[src/verilog/swtc_defines.svh]
// Register offsets, reset values and limits of the sweep and time_measure_group parameter block
//////////////////////////////////////////////////////////////////////////////////////////
// Contract
// - Sweep minimum current accepted from 0 to 105% of current range; read back.
// - Sweep start frequency accepted 0 to 50 kHz in hertz; read back.
// - Sweep end frequency accepted 0 to 50 kHz in hertz; read back.
// - Sweep point count accepted 0 to 5000; read back as integer.
// - Stepping method stored, logarithmic or linear; query gives 0 for logarithmic.
// - Sweep dwell accepted 0 to 99.999 s, 1 ms resolution; read back.
// - Sweep duty accepted as whole percent 2 to 99; read back.
// - Four time_measure_group modes stored; query answers the mode keyword, not a code.
// - Time_measure_group current setpoint limited to 105% of current range; unit optional.
// - Time_measure_group voltage setpoint limited to 105% of voltage range; unit optional.
// - Time_measure_group power setpoint stored in watts and read back.
// - Time_measure_group resistance setpoint stored in ohms and read back.
// - Host pairs start/end selector with source; source kept per start and end.
// - Source query answers start,end pair with code 0 for trigger.
// - Host pairs start/end selector with edge; edge kept per start and end.
// - Edge query answers start,end pair with code 1 for rising.
// - Every query returns the stored value without altering it.
`ifndef SWTC_DEFINES_SVH
`define SWTC_DEFINES_SVH

// Byte offsets of the word registers
`define SWTC_OFS_SWP_IMIN   8'h00
`define SWTC_OFS_SWP_FSTART 8'h04
`define SWTC_OFS_SWP_FEND   8'h08
`define SWTC_OFS_SWP_POINTS 8'h0C
`define SWTC_OFS_SWP_STEP   8'h10
`define SWTC_OFS_SWP_DWELL  8'h14
`define SWTC_OFS_SWP_DUTY   8'h18
`define SWTC_OFS_TM_MODE    8'h1C
`define SWTC_OFS_TM_CURR    8'h20
`define SWTC_OFS_TM_VOLT    8'h24
`define SWTC_OFS_TM_POWER   8'h28
`define SWTC_OFS_TM_RES     8'h2C
`define SWTC_OFS_TM_SIG     8'h30
`define SWTC_OFS_TM_EDGE    8'h34
`define SWTC_OFS_I_RANGE    8'h38
`define SWTC_OFS_V_RANGE    8'h3C
`define SWTC_OFS_STATUS     8'h40

// Limits
`define SWTC_FREQ_MAX_HZ    32'h0000_C350
`define SWTC_POINTS_MAX     32'h0000_1388
`define SWTC_DWELL_MAX_MS   32'h0001_869F
`define SWTC_DUTY_MIN       32'h0000_0002
`define SWTC_DUTY_MAX       32'h0000_0063
`define SWTC_PCT_LIMIT      40'h00_0000_0069
`define SWTC_PCT_FULL       40'h00_0000_0064

// Reset values
`define SWTC_RST_ZERO       32'h0000_0000
`define SWTC_RST_DUTY       32'h0000_0002

// Answer characters
`define SWTC_ASCII_ZERO     8'h30
`define SWTC_ASCII_COMMA    8'h2C
`define SWTC_KEY_CONST_CURR  16'h4343
`define SWTC_KEY_CONST_VOLT  16'h4356
`define SWTC_KEY_CONST_POWER 16'h4350
`define SWTC_KEY_CONST_RES   16'h4352

`endif

[src/verilog/swtc_pkg.sv]
// Types shared by the sweep and time_measure_group parameter block
package swtc_pkg;
    typedef enum logic [1:0] {
        SWTC_MODE_CONST_CURR,
        SWTC_MODE_CONST_VOLT,
        SWTC_MODE_CONST_POWER,
        SWTC_MODE_CONST_RES
    } swtc_mode_t;

    typedef enum logic [1:0] {
        SWTC_SRC_TRIG,
        SWTC_SRC_VOLT,
        SWTC_SRC_CURR
    } swtc_src_t;
endpackage : swtc_pkg

[src/verilog/swtc_top.sv]
// Sweep and time measurement parameter store behind an Avalon-MM slave
//
// The address map and the Avalon-MM interface to the registers were decided locally.
`timescale 1ns/1ps
`include "swtc_defines.svh"

module swtc_top
    import swtc_pkg::*;
#(
    parameter logic [31:0] I_FULL_SCALE_MA = 32'h0000_7530,
    parameter logic [31:0] V_FULL_SCALE_MV = 32'h0001_D4C0
) (
    input  wire logic        core_clk_i,
    input  wire logic        rst_i,
    input  wire logic [7:0]  address_i,
    input  wire logic        read_i,
    input  wire logic        write_i,
    input  wire logic [31:0] writedata_i,
    input  wire logic [3:0]  byteenable_i,
    output logic [31:0]      readdata_o,
    output logic             waitrequest_o,
    output logic             reject_o
);

    // Elaboration check: a zero full scale would refuse every nonzero current or voltage setpoint
    if (I_FULL_SCALE_MA == 32'h0000_0000 || V_FULL_SCALE_MV == 32'h0000_0000) begin : g_bad_scale
        $error("full scale defaults must be nonzero");
    end

    //////////////////////////////////////////////////////////////////////////////////////
    // Stored settings
    logic [31:0] swp_imin_ff;
    logic [31:0] swp_fstart_ff;
    logic [31:0] swp_fend_ff;
    logic [31:0] swp_points_ff;
    logic        swp_step_lin_ff;
    logic [31:0] swp_dwell_ff;
    logic [31:0] swp_duty_ff;
    swtc_mode_t  tm_mode_ff;
    logic [31:0] tm_curr_ff;
    logic [31:0] tm_volt_ff;
    logic [31:0] tm_power_ff;
    logic [31:0] tm_res_ff;
    swtc_src_t   src_start_ff;
    swtc_src_t   src_end_ff;
    logic        edge_start_rise_ff;
    logic        edge_end_rise_ff;
    logic [31:0] i_range_ff;
    logic [31:0] v_range_ff;
    logic        reject_ff;
    logic        waitrequest_ff;
    logic [31:0] readdata_ff;

    logic        acc_wr;
    logic        bad_val;
    logic        known;
    logic        full_word;
    logic [39:0] wd_pct;
    logic [39:0] i_lim;
    logic [39:0] v_lim;
    logic [31:0] nxt_readdata;
    logic [15:0] mode_key;

    //////////////////////////////////////////////////////////////////////////////////////
    // Handshake: one wait cycle, write commits at the edge waitrequest is seen low
    assign acc_wr    = write_i && !waitrequest_ff;
    assign full_word = (byteenable_i == 4'hF);
    assign wd_pct    = {8'h00, writedata_i} * `SWTC_PCT_FULL;
    assign i_lim     = {8'h00, i_range_ff} * `SWTC_PCT_LIMIT;
    assign v_lim     = {8'h00, v_range_ff} * `SWTC_PCT_LIMIT;

    always_ff @(posedge core_clk_i or posedge rst_i) begin
        if (rst_i) begin
            waitrequest_ff <= 1'b1;
        end else if ((read_i || write_i) && waitrequest_ff) begin
            waitrequest_ff <= 1'b0;
        end else begin
            waitrequest_ff <= 1'b1;
        end
    end

    //////////////////////////////////////////////////////////////////////////////////////
    // Range check of the value offered with a write
    always_comb begin
        known   = 1'b1;
        bad_val = 1'b0;
        unique case (address_i)
            `SWTC_OFS_SWP_IMIN:   bad_val = wd_pct > i_lim;
            `SWTC_OFS_SWP_FSTART: bad_val = writedata_i > `SWTC_FREQ_MAX_HZ;
            `SWTC_OFS_SWP_FEND:   bad_val = writedata_i > `SWTC_FREQ_MAX_HZ;
            `SWTC_OFS_SWP_POINTS: bad_val = writedata_i > `SWTC_POINTS_MAX;
            `SWTC_OFS_SWP_STEP:   bad_val = writedata_i[31:1] != 31'h0;
            `SWTC_OFS_SWP_DWELL:  bad_val = writedata_i > `SWTC_DWELL_MAX_MS;
            `SWTC_OFS_SWP_DUTY:   bad_val = writedata_i < `SWTC_DUTY_MIN
                                         || writedata_i > `SWTC_DUTY_MAX;
            `SWTC_OFS_TM_MODE:    bad_val = writedata_i[31:2] != 30'h0;
            `SWTC_OFS_TM_CURR:    bad_val = wd_pct > i_lim;
            `SWTC_OFS_TM_VOLT:    bad_val = wd_pct > v_lim;
            `SWTC_OFS_TM_POWER:   bad_val = 1'b0;
            `SWTC_OFS_TM_RES:     bad_val = 1'b0;
            `SWTC_OFS_TM_SIG:     bad_val = writedata_i[31:3] != 29'h0
                                         || writedata_i[2:1] == 2'b11;
            `SWTC_OFS_TM_EDGE:    bad_val = writedata_i[31:2] != 30'h0;
            `SWTC_OFS_I_RANGE:    bad_val = writedata_i == 32'h0000_0000;
            `SWTC_OFS_V_RANGE:    bad_val = writedata_i == 32'h0000_0000;
            `SWTC_OFS_STATUS:     bad_val = 1'b0;
            default:              known   = 1'b0;
        endcase
    end

    //////////////////////////////////////////////////////////////////////////////////////
    // Sweep settings; a rejected value leaves the old one in place
    always_ff @(posedge core_clk_i or posedge rst_i) begin
        if (rst_i) begin
            swp_imin_ff     <= `SWTC_RST_ZERO;
            swp_fstart_ff   <= `SWTC_RST_ZERO;
            swp_fend_ff     <= `SWTC_RST_ZERO;
            swp_points_ff   <= `SWTC_RST_ZERO;
            swp_step_lin_ff <= 1'b0;
            swp_dwell_ff    <= `SWTC_RST_ZERO;
            swp_duty_ff     <= `SWTC_RST_DUTY;
        end else if (acc_wr && full_word && !bad_val) begin
            unique case (address_i)
                `SWTC_OFS_SWP_IMIN:   swp_imin_ff     <= writedata_i;
                `SWTC_OFS_SWP_FSTART: swp_fstart_ff   <= writedata_i;
                `SWTC_OFS_SWP_FEND:   swp_fend_ff     <= writedata_i;
                `SWTC_OFS_SWP_POINTS: swp_points_ff   <= writedata_i;
                `SWTC_OFS_SWP_STEP:   swp_step_lin_ff <= writedata_i[0];
                `SWTC_OFS_SWP_DWELL:  swp_dwell_ff    <= writedata_i;
                `SWTC_OFS_SWP_DUTY:   swp_duty_ff     <= writedata_i;
                default: ;
            endcase
        end
    end

    //////////////////////////////////////////////////////////////////////////////////////
    // Time measurement settings and full scale ranges
    always_ff @(posedge core_clk_i or posedge rst_i) begin
        if (rst_i) begin
            tm_mode_ff         <= SWTC_MODE_CONST_CURR;
            tm_curr_ff         <= `SWTC_RST_ZERO;
            tm_volt_ff         <= `SWTC_RST_ZERO;
            tm_power_ff        <= `SWTC_RST_ZERO;
            tm_res_ff          <= `SWTC_RST_ZERO;
            src_start_ff       <= SWTC_SRC_TRIG;
            src_end_ff         <= SWTC_SRC_TRIG;
            edge_start_rise_ff <= 1'b1;
            edge_end_rise_ff   <= 1'b1;
            i_range_ff         <= I_FULL_SCALE_MA;
            v_range_ff         <= V_FULL_SCALE_MV;
        end else if (acc_wr && full_word && !bad_val) begin
            unique case (address_i)
                `SWTC_OFS_TM_MODE:  tm_mode_ff  <= swtc_mode_t'(writedata_i[1:0]);
                `SWTC_OFS_TM_CURR:  tm_curr_ff  <= writedata_i;
                `SWTC_OFS_TM_VOLT:  tm_volt_ff  <= writedata_i;
                `SWTC_OFS_TM_POWER: tm_power_ff <= writedata_i;
                `SWTC_OFS_TM_RES:   tm_res_ff   <= writedata_i;
                `SWTC_OFS_TM_SIG: begin
                    // Selector bit 0 picks start or end
                    if (writedata_i[0]) begin
                        src_end_ff <= swtc_src_t'(writedata_i[2:1]);
                    end else begin
                        src_start_ff <= swtc_src_t'(writedata_i[2:1]);
                    end
                end
                `SWTC_OFS_TM_EDGE: begin
                    if (writedata_i[0]) begin
                        edge_end_rise_ff <= writedata_i[1];
                    end else begin
                        edge_start_rise_ff <= writedata_i[1];
                    end
                end
                `SWTC_OFS_I_RANGE: i_range_ff <= writedata_i;
                `SWTC_OFS_V_RANGE: v_range_ff <= writedata_i;
                default: ;
            endcase
        end
    end

    //////////////////////////////////////////////////////////////////////////////////////
    // Sticky reject flag; a new rejection wins over a write-one clear
    always_ff @(posedge core_clk_i or posedge rst_i) begin
        if (rst_i) begin
            reject_ff <= 1'b0;
        end else if (acc_wr && known && (bad_val || !full_word)) begin
            reject_ff <= 1'b1;
        end else if (acc_wr && address_i == `SWTC_OFS_STATUS && writedata_i[0]) begin
            reject_ff <= 1'b0;
        end
    end

    //////////////////////////////////////////////////////////////////////////////////////
    // Query answers; reading never changes a setting
    always_comb begin
        unique case (tm_mode_ff)
            SWTC_MODE_CONST_CURR:  mode_key = `SWTC_KEY_CONST_CURR;
            SWTC_MODE_CONST_VOLT:  mode_key = `SWTC_KEY_CONST_VOLT;
            SWTC_MODE_CONST_POWER: mode_key = `SWTC_KEY_CONST_POWER;
            SWTC_MODE_CONST_RES:   mode_key = `SWTC_KEY_CONST_RES;
        endcase
    end

    always_comb begin
        nxt_readdata = 32'h0000_0000;
        unique case (address_i)
            `SWTC_OFS_SWP_IMIN:   nxt_readdata = swp_imin_ff;
            `SWTC_OFS_SWP_FSTART: nxt_readdata = swp_fstart_ff;
            `SWTC_OFS_SWP_FEND:   nxt_readdata = swp_fend_ff;
            `SWTC_OFS_SWP_POINTS: nxt_readdata = swp_points_ff;
            `SWTC_OFS_SWP_STEP:   nxt_readdata = {31'h0, swp_step_lin_ff};
            `SWTC_OFS_SWP_DWELL:  nxt_readdata = swp_dwell_ff;
            `SWTC_OFS_SWP_DUTY:   nxt_readdata = swp_duty_ff;
            `SWTC_OFS_TM_MODE:    nxt_readdata = {16'h0000, mode_key};
            `SWTC_OFS_TM_CURR:    nxt_readdata = tm_curr_ff;
            `SWTC_OFS_TM_VOLT:    nxt_readdata = tm_volt_ff;
            `SWTC_OFS_TM_POWER:   nxt_readdata = tm_power_ff;
            `SWTC_OFS_TM_RES:     nxt_readdata = tm_res_ff;
            `SWTC_OFS_TM_SIG:     nxt_readdata = {8'h00,
                                      `SWTC_ASCII_ZERO + {6'h00, src_start_ff},
                                      `SWTC_ASCII_COMMA,
                                      `SWTC_ASCII_ZERO + {6'h00, src_end_ff}};
            `SWTC_OFS_TM_EDGE:    nxt_readdata = {8'h00,
                                      `SWTC_ASCII_ZERO + {7'h00, edge_start_rise_ff},
                                      `SWTC_ASCII_COMMA,
                                      `SWTC_ASCII_ZERO + {7'h00, edge_end_rise_ff}};
            `SWTC_OFS_I_RANGE:    nxt_readdata = i_range_ff;
            `SWTC_OFS_V_RANGE:    nxt_readdata = v_range_ff;
            `SWTC_OFS_STATUS:     nxt_readdata = {31'h0, reject_ff};
            default:              nxt_readdata = 32'h0000_0000;
        endcase
    end

    // Read data captured in the wait cycle, held until the next read
    always_ff @(posedge core_clk_i or posedge rst_i) begin
        if (rst_i) begin
            readdata_ff <= 32'h0000_0000;
        end else if (read_i && waitrequest_ff) begin
            readdata_ff <= nxt_readdata;
        end
    end

    assign readdata_o    = readdata_ff;
    assign waitrequest_o = waitrequest_ff;
    assign reject_o      = reject_ff;

endmodule : swtc_top

[config.mk]
export PLATFORM = sky130hd
export DESIGN_NAME = swtc_top
export DESIGN_NICKNAME = d
export VERILOG_FILES = /design/src/verilog/swtc_pkg.sv /design/src/verilog/swtc_top.sv
export VERILOG_INCLUDE_DIRS = /design/src /design/src/verilog
export SDC_FILE = /design/constraint.sdc
export NUM_CORES = 2
export LEC_CHECK = 0
export ABC_AREA = 1
export ABC_CLOCK_PERIOD_IN_PS = 18200
export BUFFER_PORTS_ARGS = -buffer_cell sky130_fd_sc_hd__buf_2
export CELL_PAD_IN_SITES_DETAIL_PLACEMENT = 1
export CELL_PAD_IN_SITES_GLOBAL_PLACEMENT = 1
export CORE_ASPECT_RATIO = 0.6
export CORE_MARGIN = 4
export CORE_UTILIZATION = 45
export CTS_CLUSTER_SIZE = 30
export DETAILED_ROUTE_END_ITERATION = 6
export PLACE_DENSITY = 0.89
export SKIP_LAST_GASP = 1
export SLEW_MARGIN = 5
export SYNTH_ARGS = -nofsm -noshare
export SYNTH_HDL_FRONTEND = slang
export SYNTH_SLANG_ARGS = --single-unit
[constraint.sdc]
create_clock -name core_clk_i -period 18.2 [get_ports core_clk_i]
set_clock_uncertainty 0.2 [all_clocks]
set_input_delay 5.46 -clock core_clk_i [delete_from_list [all_inputs] [get_ports core_clk_i]]
set_output_delay 5.46 -clock core_clk_i [all_outputs]
set_load 0.01 [all_outputs]
==> summary.md <==
| Metric | Value |
|---|---|
| Slowest CP cell | inv_1 |
| Core area | ~76000 um^2 |
| Final Wtd Congestion | 1.00 |
| Reg-to-reg startpoint | v_range_ff[1]$_DFFE_PP0P_ |
| Seq/Total Area, Yosys | 0.308 |
| Resized cells post-CTS | 0 |
| Synth cell types | 50 |
| Arr. time, crit path | roughly 14 ns |
| Vias per std cell | 5.93 |
| Min cycle time layout | 13.93 ns |
| Setup Fix Bufs, Post-CTS | 0 |
| Outcome | finished clean |
| CTS buffer count | 40 |
| Final setup viols | 0 |
| Min-delay src | readdata_o[21]$_DFFE_PP0P_ |
| Vias in the first global route | 30700 |
| Clk root buf | clkbuf_16 |
| Register bit total from synthesis | roughly 430 |
| First-pass GRT wire length | 188 mm |
| Max VDD drop | 0.0000638 V |
| Main flop type after synthesis | dfrtp_1 |
| WL/cell | between 20 and 25 um |
| Measured slew at the worst slew-check pin | about 1.1 ns |
| Remaining DRCs | 0 |
| Crit share post-route | 0.765 |
| CTS tree | yes |
| Initial antenna violation count | 1 |
| CP max stage delay | ~0.73 ns |
| Row count | 78 |
| CP dominant cell by count | nand2_1 |
| Post-Synthesis Cells | about 4000 |
| Die span in y | 223 um |
| Largest net degree at the start of global routing | about 150 |
| Post-synth EDFFs | 0 |
| Yosys warns | 0 |
| Area delta synth->final | 6.20% |
| Max-cap violations | 0 |
| Hold Crit Class | register to register |
| GR Util All Layers | 0.295 |
| Hold_buf cts | 0 |
| Max Slew Vio Count | 0 |
| Startpoint types | primary input |
| Gr ovfl total | 0 |
| RSZ-0062 raised after global routing | no |
| Hpwl dp | a little over 90 mm |
| Iter 0 DRT Violations | around 3200 |
| Synth async-reset ratio | 1.00 |
| Port Buffers | between 80 and 90 |
| Critical Path Start | writedata_i[22] |
| Pleak | around 19 nW |
| N_diodes | 0 |
| Number of routed nets with antenna violations | 0 |
| Critical path class | primary input to register |
| Via Count | around 30000 |
| PD cells | 70.5 nW/um^2 |
| Mapped Nets | between 4000 and 5000 |
| Mapped Area | 34800 um^2 |
| Clock sinks | between 400 and 500 |
| Layout cells sized above 1 | 0.135 |
| Post-route setup TNS | 0 ns |
| CP Capture Type | register |
| Clk buf depth | 3 |
| Relative slew slack | 0.289 |
| Ports | 82 |
| H-tree depth | 2 |
| Hold WS | between 0.2 and 0.3 ns |
| Worst skew pair latency | 0.58 ns |
| Syn Area/Cell | about 8.7 um^2 |
| Initial core utilization | 0.457 |
| Pre-antenna DRT Iters | 6 |
| Final nets | between 4000 and 5000 |
| Final hold vios | 0 |
| DIE WIDTH | 367 um |
| Critical Path RT | approximately 18 ns |
| CTS clk-pin slew, worst paths | 0.07 ns |
| Final wirelength | between 100 and 150 mm |
| Achievable Freq | ~70 MHz |
| Die area | a little over 80000 um^2 |
| CP Max Fanout | 64 |
[critical path: cells and delay by family]
family	cells	cell delay, ns
buffers and inverters	6	1.53
adder cells (fa/ha/maj)	5	2.09
AO/OA/AOI/OAI	2	0.58
XOR/XNOR	1	0.38
AND/OR/NAND/NOR	15	4.05
[placed cells by master (no fill, tap or decap), drive strengths merged, types with 74 or more instances in the layout]
| master | instances |
|---|---|
| a21oi | 198 |
| buf | 104 |
| dfrtp | 409 |
| fa | 135 |
| ha | 446 |
| inv | 589 |
| nand2 | 918 |
| nand3 | 74 |
| nor2 | 181 |
| o21ai | 491 |
[power by group]
group          total [mW]  leakage [nW]  switching [mW]  internal [mW]
clock network       0.900         0.652           0.413          0.488
logic               0.749          12.2           0.508          0.241
registers           0.956          5.88         0.00356          0.952
[kinds of logic after synthesis]
group / synth area share
compound gates: 0.179
simple gates: 0.157
buf+inv: 0.0936
flops: 0.308
xor+xnor: 0.0247
fa+ha+maj: 0.238
[cell type report]
| cell class | instances | area (um^2) |
|---|---|---|
| fill | 9050 | 39100 |
| inverter | 587 | 2210 |
| sequential | 427 | 10700 |
| clock inverter | 11 | 139 |
| tap | 1000 | 1250 |
| multi-input combinational | 2848 | 20900 |
| clock buffer | 60 | 1200 |
| timing repair buffer | 104 | 578 |
[stage by stage]
stage	std cells	cell area [um^2]	util	worst slack, ns	total power [mW]
final	5037	36900	0.486	4.27	2.60
after global placement	4966	35600	0.468	4.36	1.65
after global routing	5037	36900	0.486	3.86	2.73
after floorplan	4009	34800	-	0.680	1.45
after detailed placement	4966	35600	0.468	4.10	1.69
after CTS	5037	36900	0.486	4.65	2.59
[path summary, 6_finish.rpt]
path                                                to  depth (start not counted)  slack (ns)
max reg2reg                swp_duty_ff[24]$_DFFE_PP0P_                         30        9.07
min in group asynchronous    readdata_o[0]$_DFFE_PP0P_                          2        4.93
max in group asynchronous  swp_imin_ff[30]$_DFFE_PP0P_                          3       11.24
min reg2reg                 readdata_o[21]$_DFFE_PP0P_                          1        0.27
min                         readdata_o[21]$_DFFE_PP0P_                          1        0.27
max                        swp_duty_ff[24]$_DFFE_PP0P_                         29        4.27
[Yosys cell counts (10+ instances only)]
cell type  count  share of area
nand2_1      871          0.094
xnor2_1       56          0.014
buf_6         58          0.019
a21oi_1      198          0.028
nand2_2       33         0.0059
nand2_8       10         0.0058
a221oi_1      69          0.017
o21ai_1       53         0.0076
buf_2         12         0.0017
dfstp_2       18          0.014
inv_2         13         0.0014
nor4_1        11         0.0020
o21ai_0      164          0.024
dfrtp_1      409           0.29
nor2_1       163          0.018
nand3_1       70          0.010
a22o_1        36         0.0091
a21o_1        13         0.0028
o21ai_2      274          0.069
ha_1         446           0.16
buf_1         34         0.0037
o21a_1        11         0.0024
clkbuf_1      33         0.0036
nor3_1        22         0.0032
inv_1        572          0.062
o22ai_1       17         0.0031
o21bai_1      14         0.0030
nand4_1       52         0.0094
o211ai_1      13         0.0028
fa_1         135          0.078
xor2_1        42          0.011
[metal layers]
layer | vias up | GRT usage | part of all wire
li1 | 13300 | - | -
met1 | 15200 | 0.439 | 0.46
met2 | 1267 | 0.420 | 0.41
met3 | 155 | 0.0877 | 0.11
met4 | 2 | 0.0644 | 0.021
met5 | - | 0 | 0.00015
Note: power is estimated with default switching activity, not from simulation.
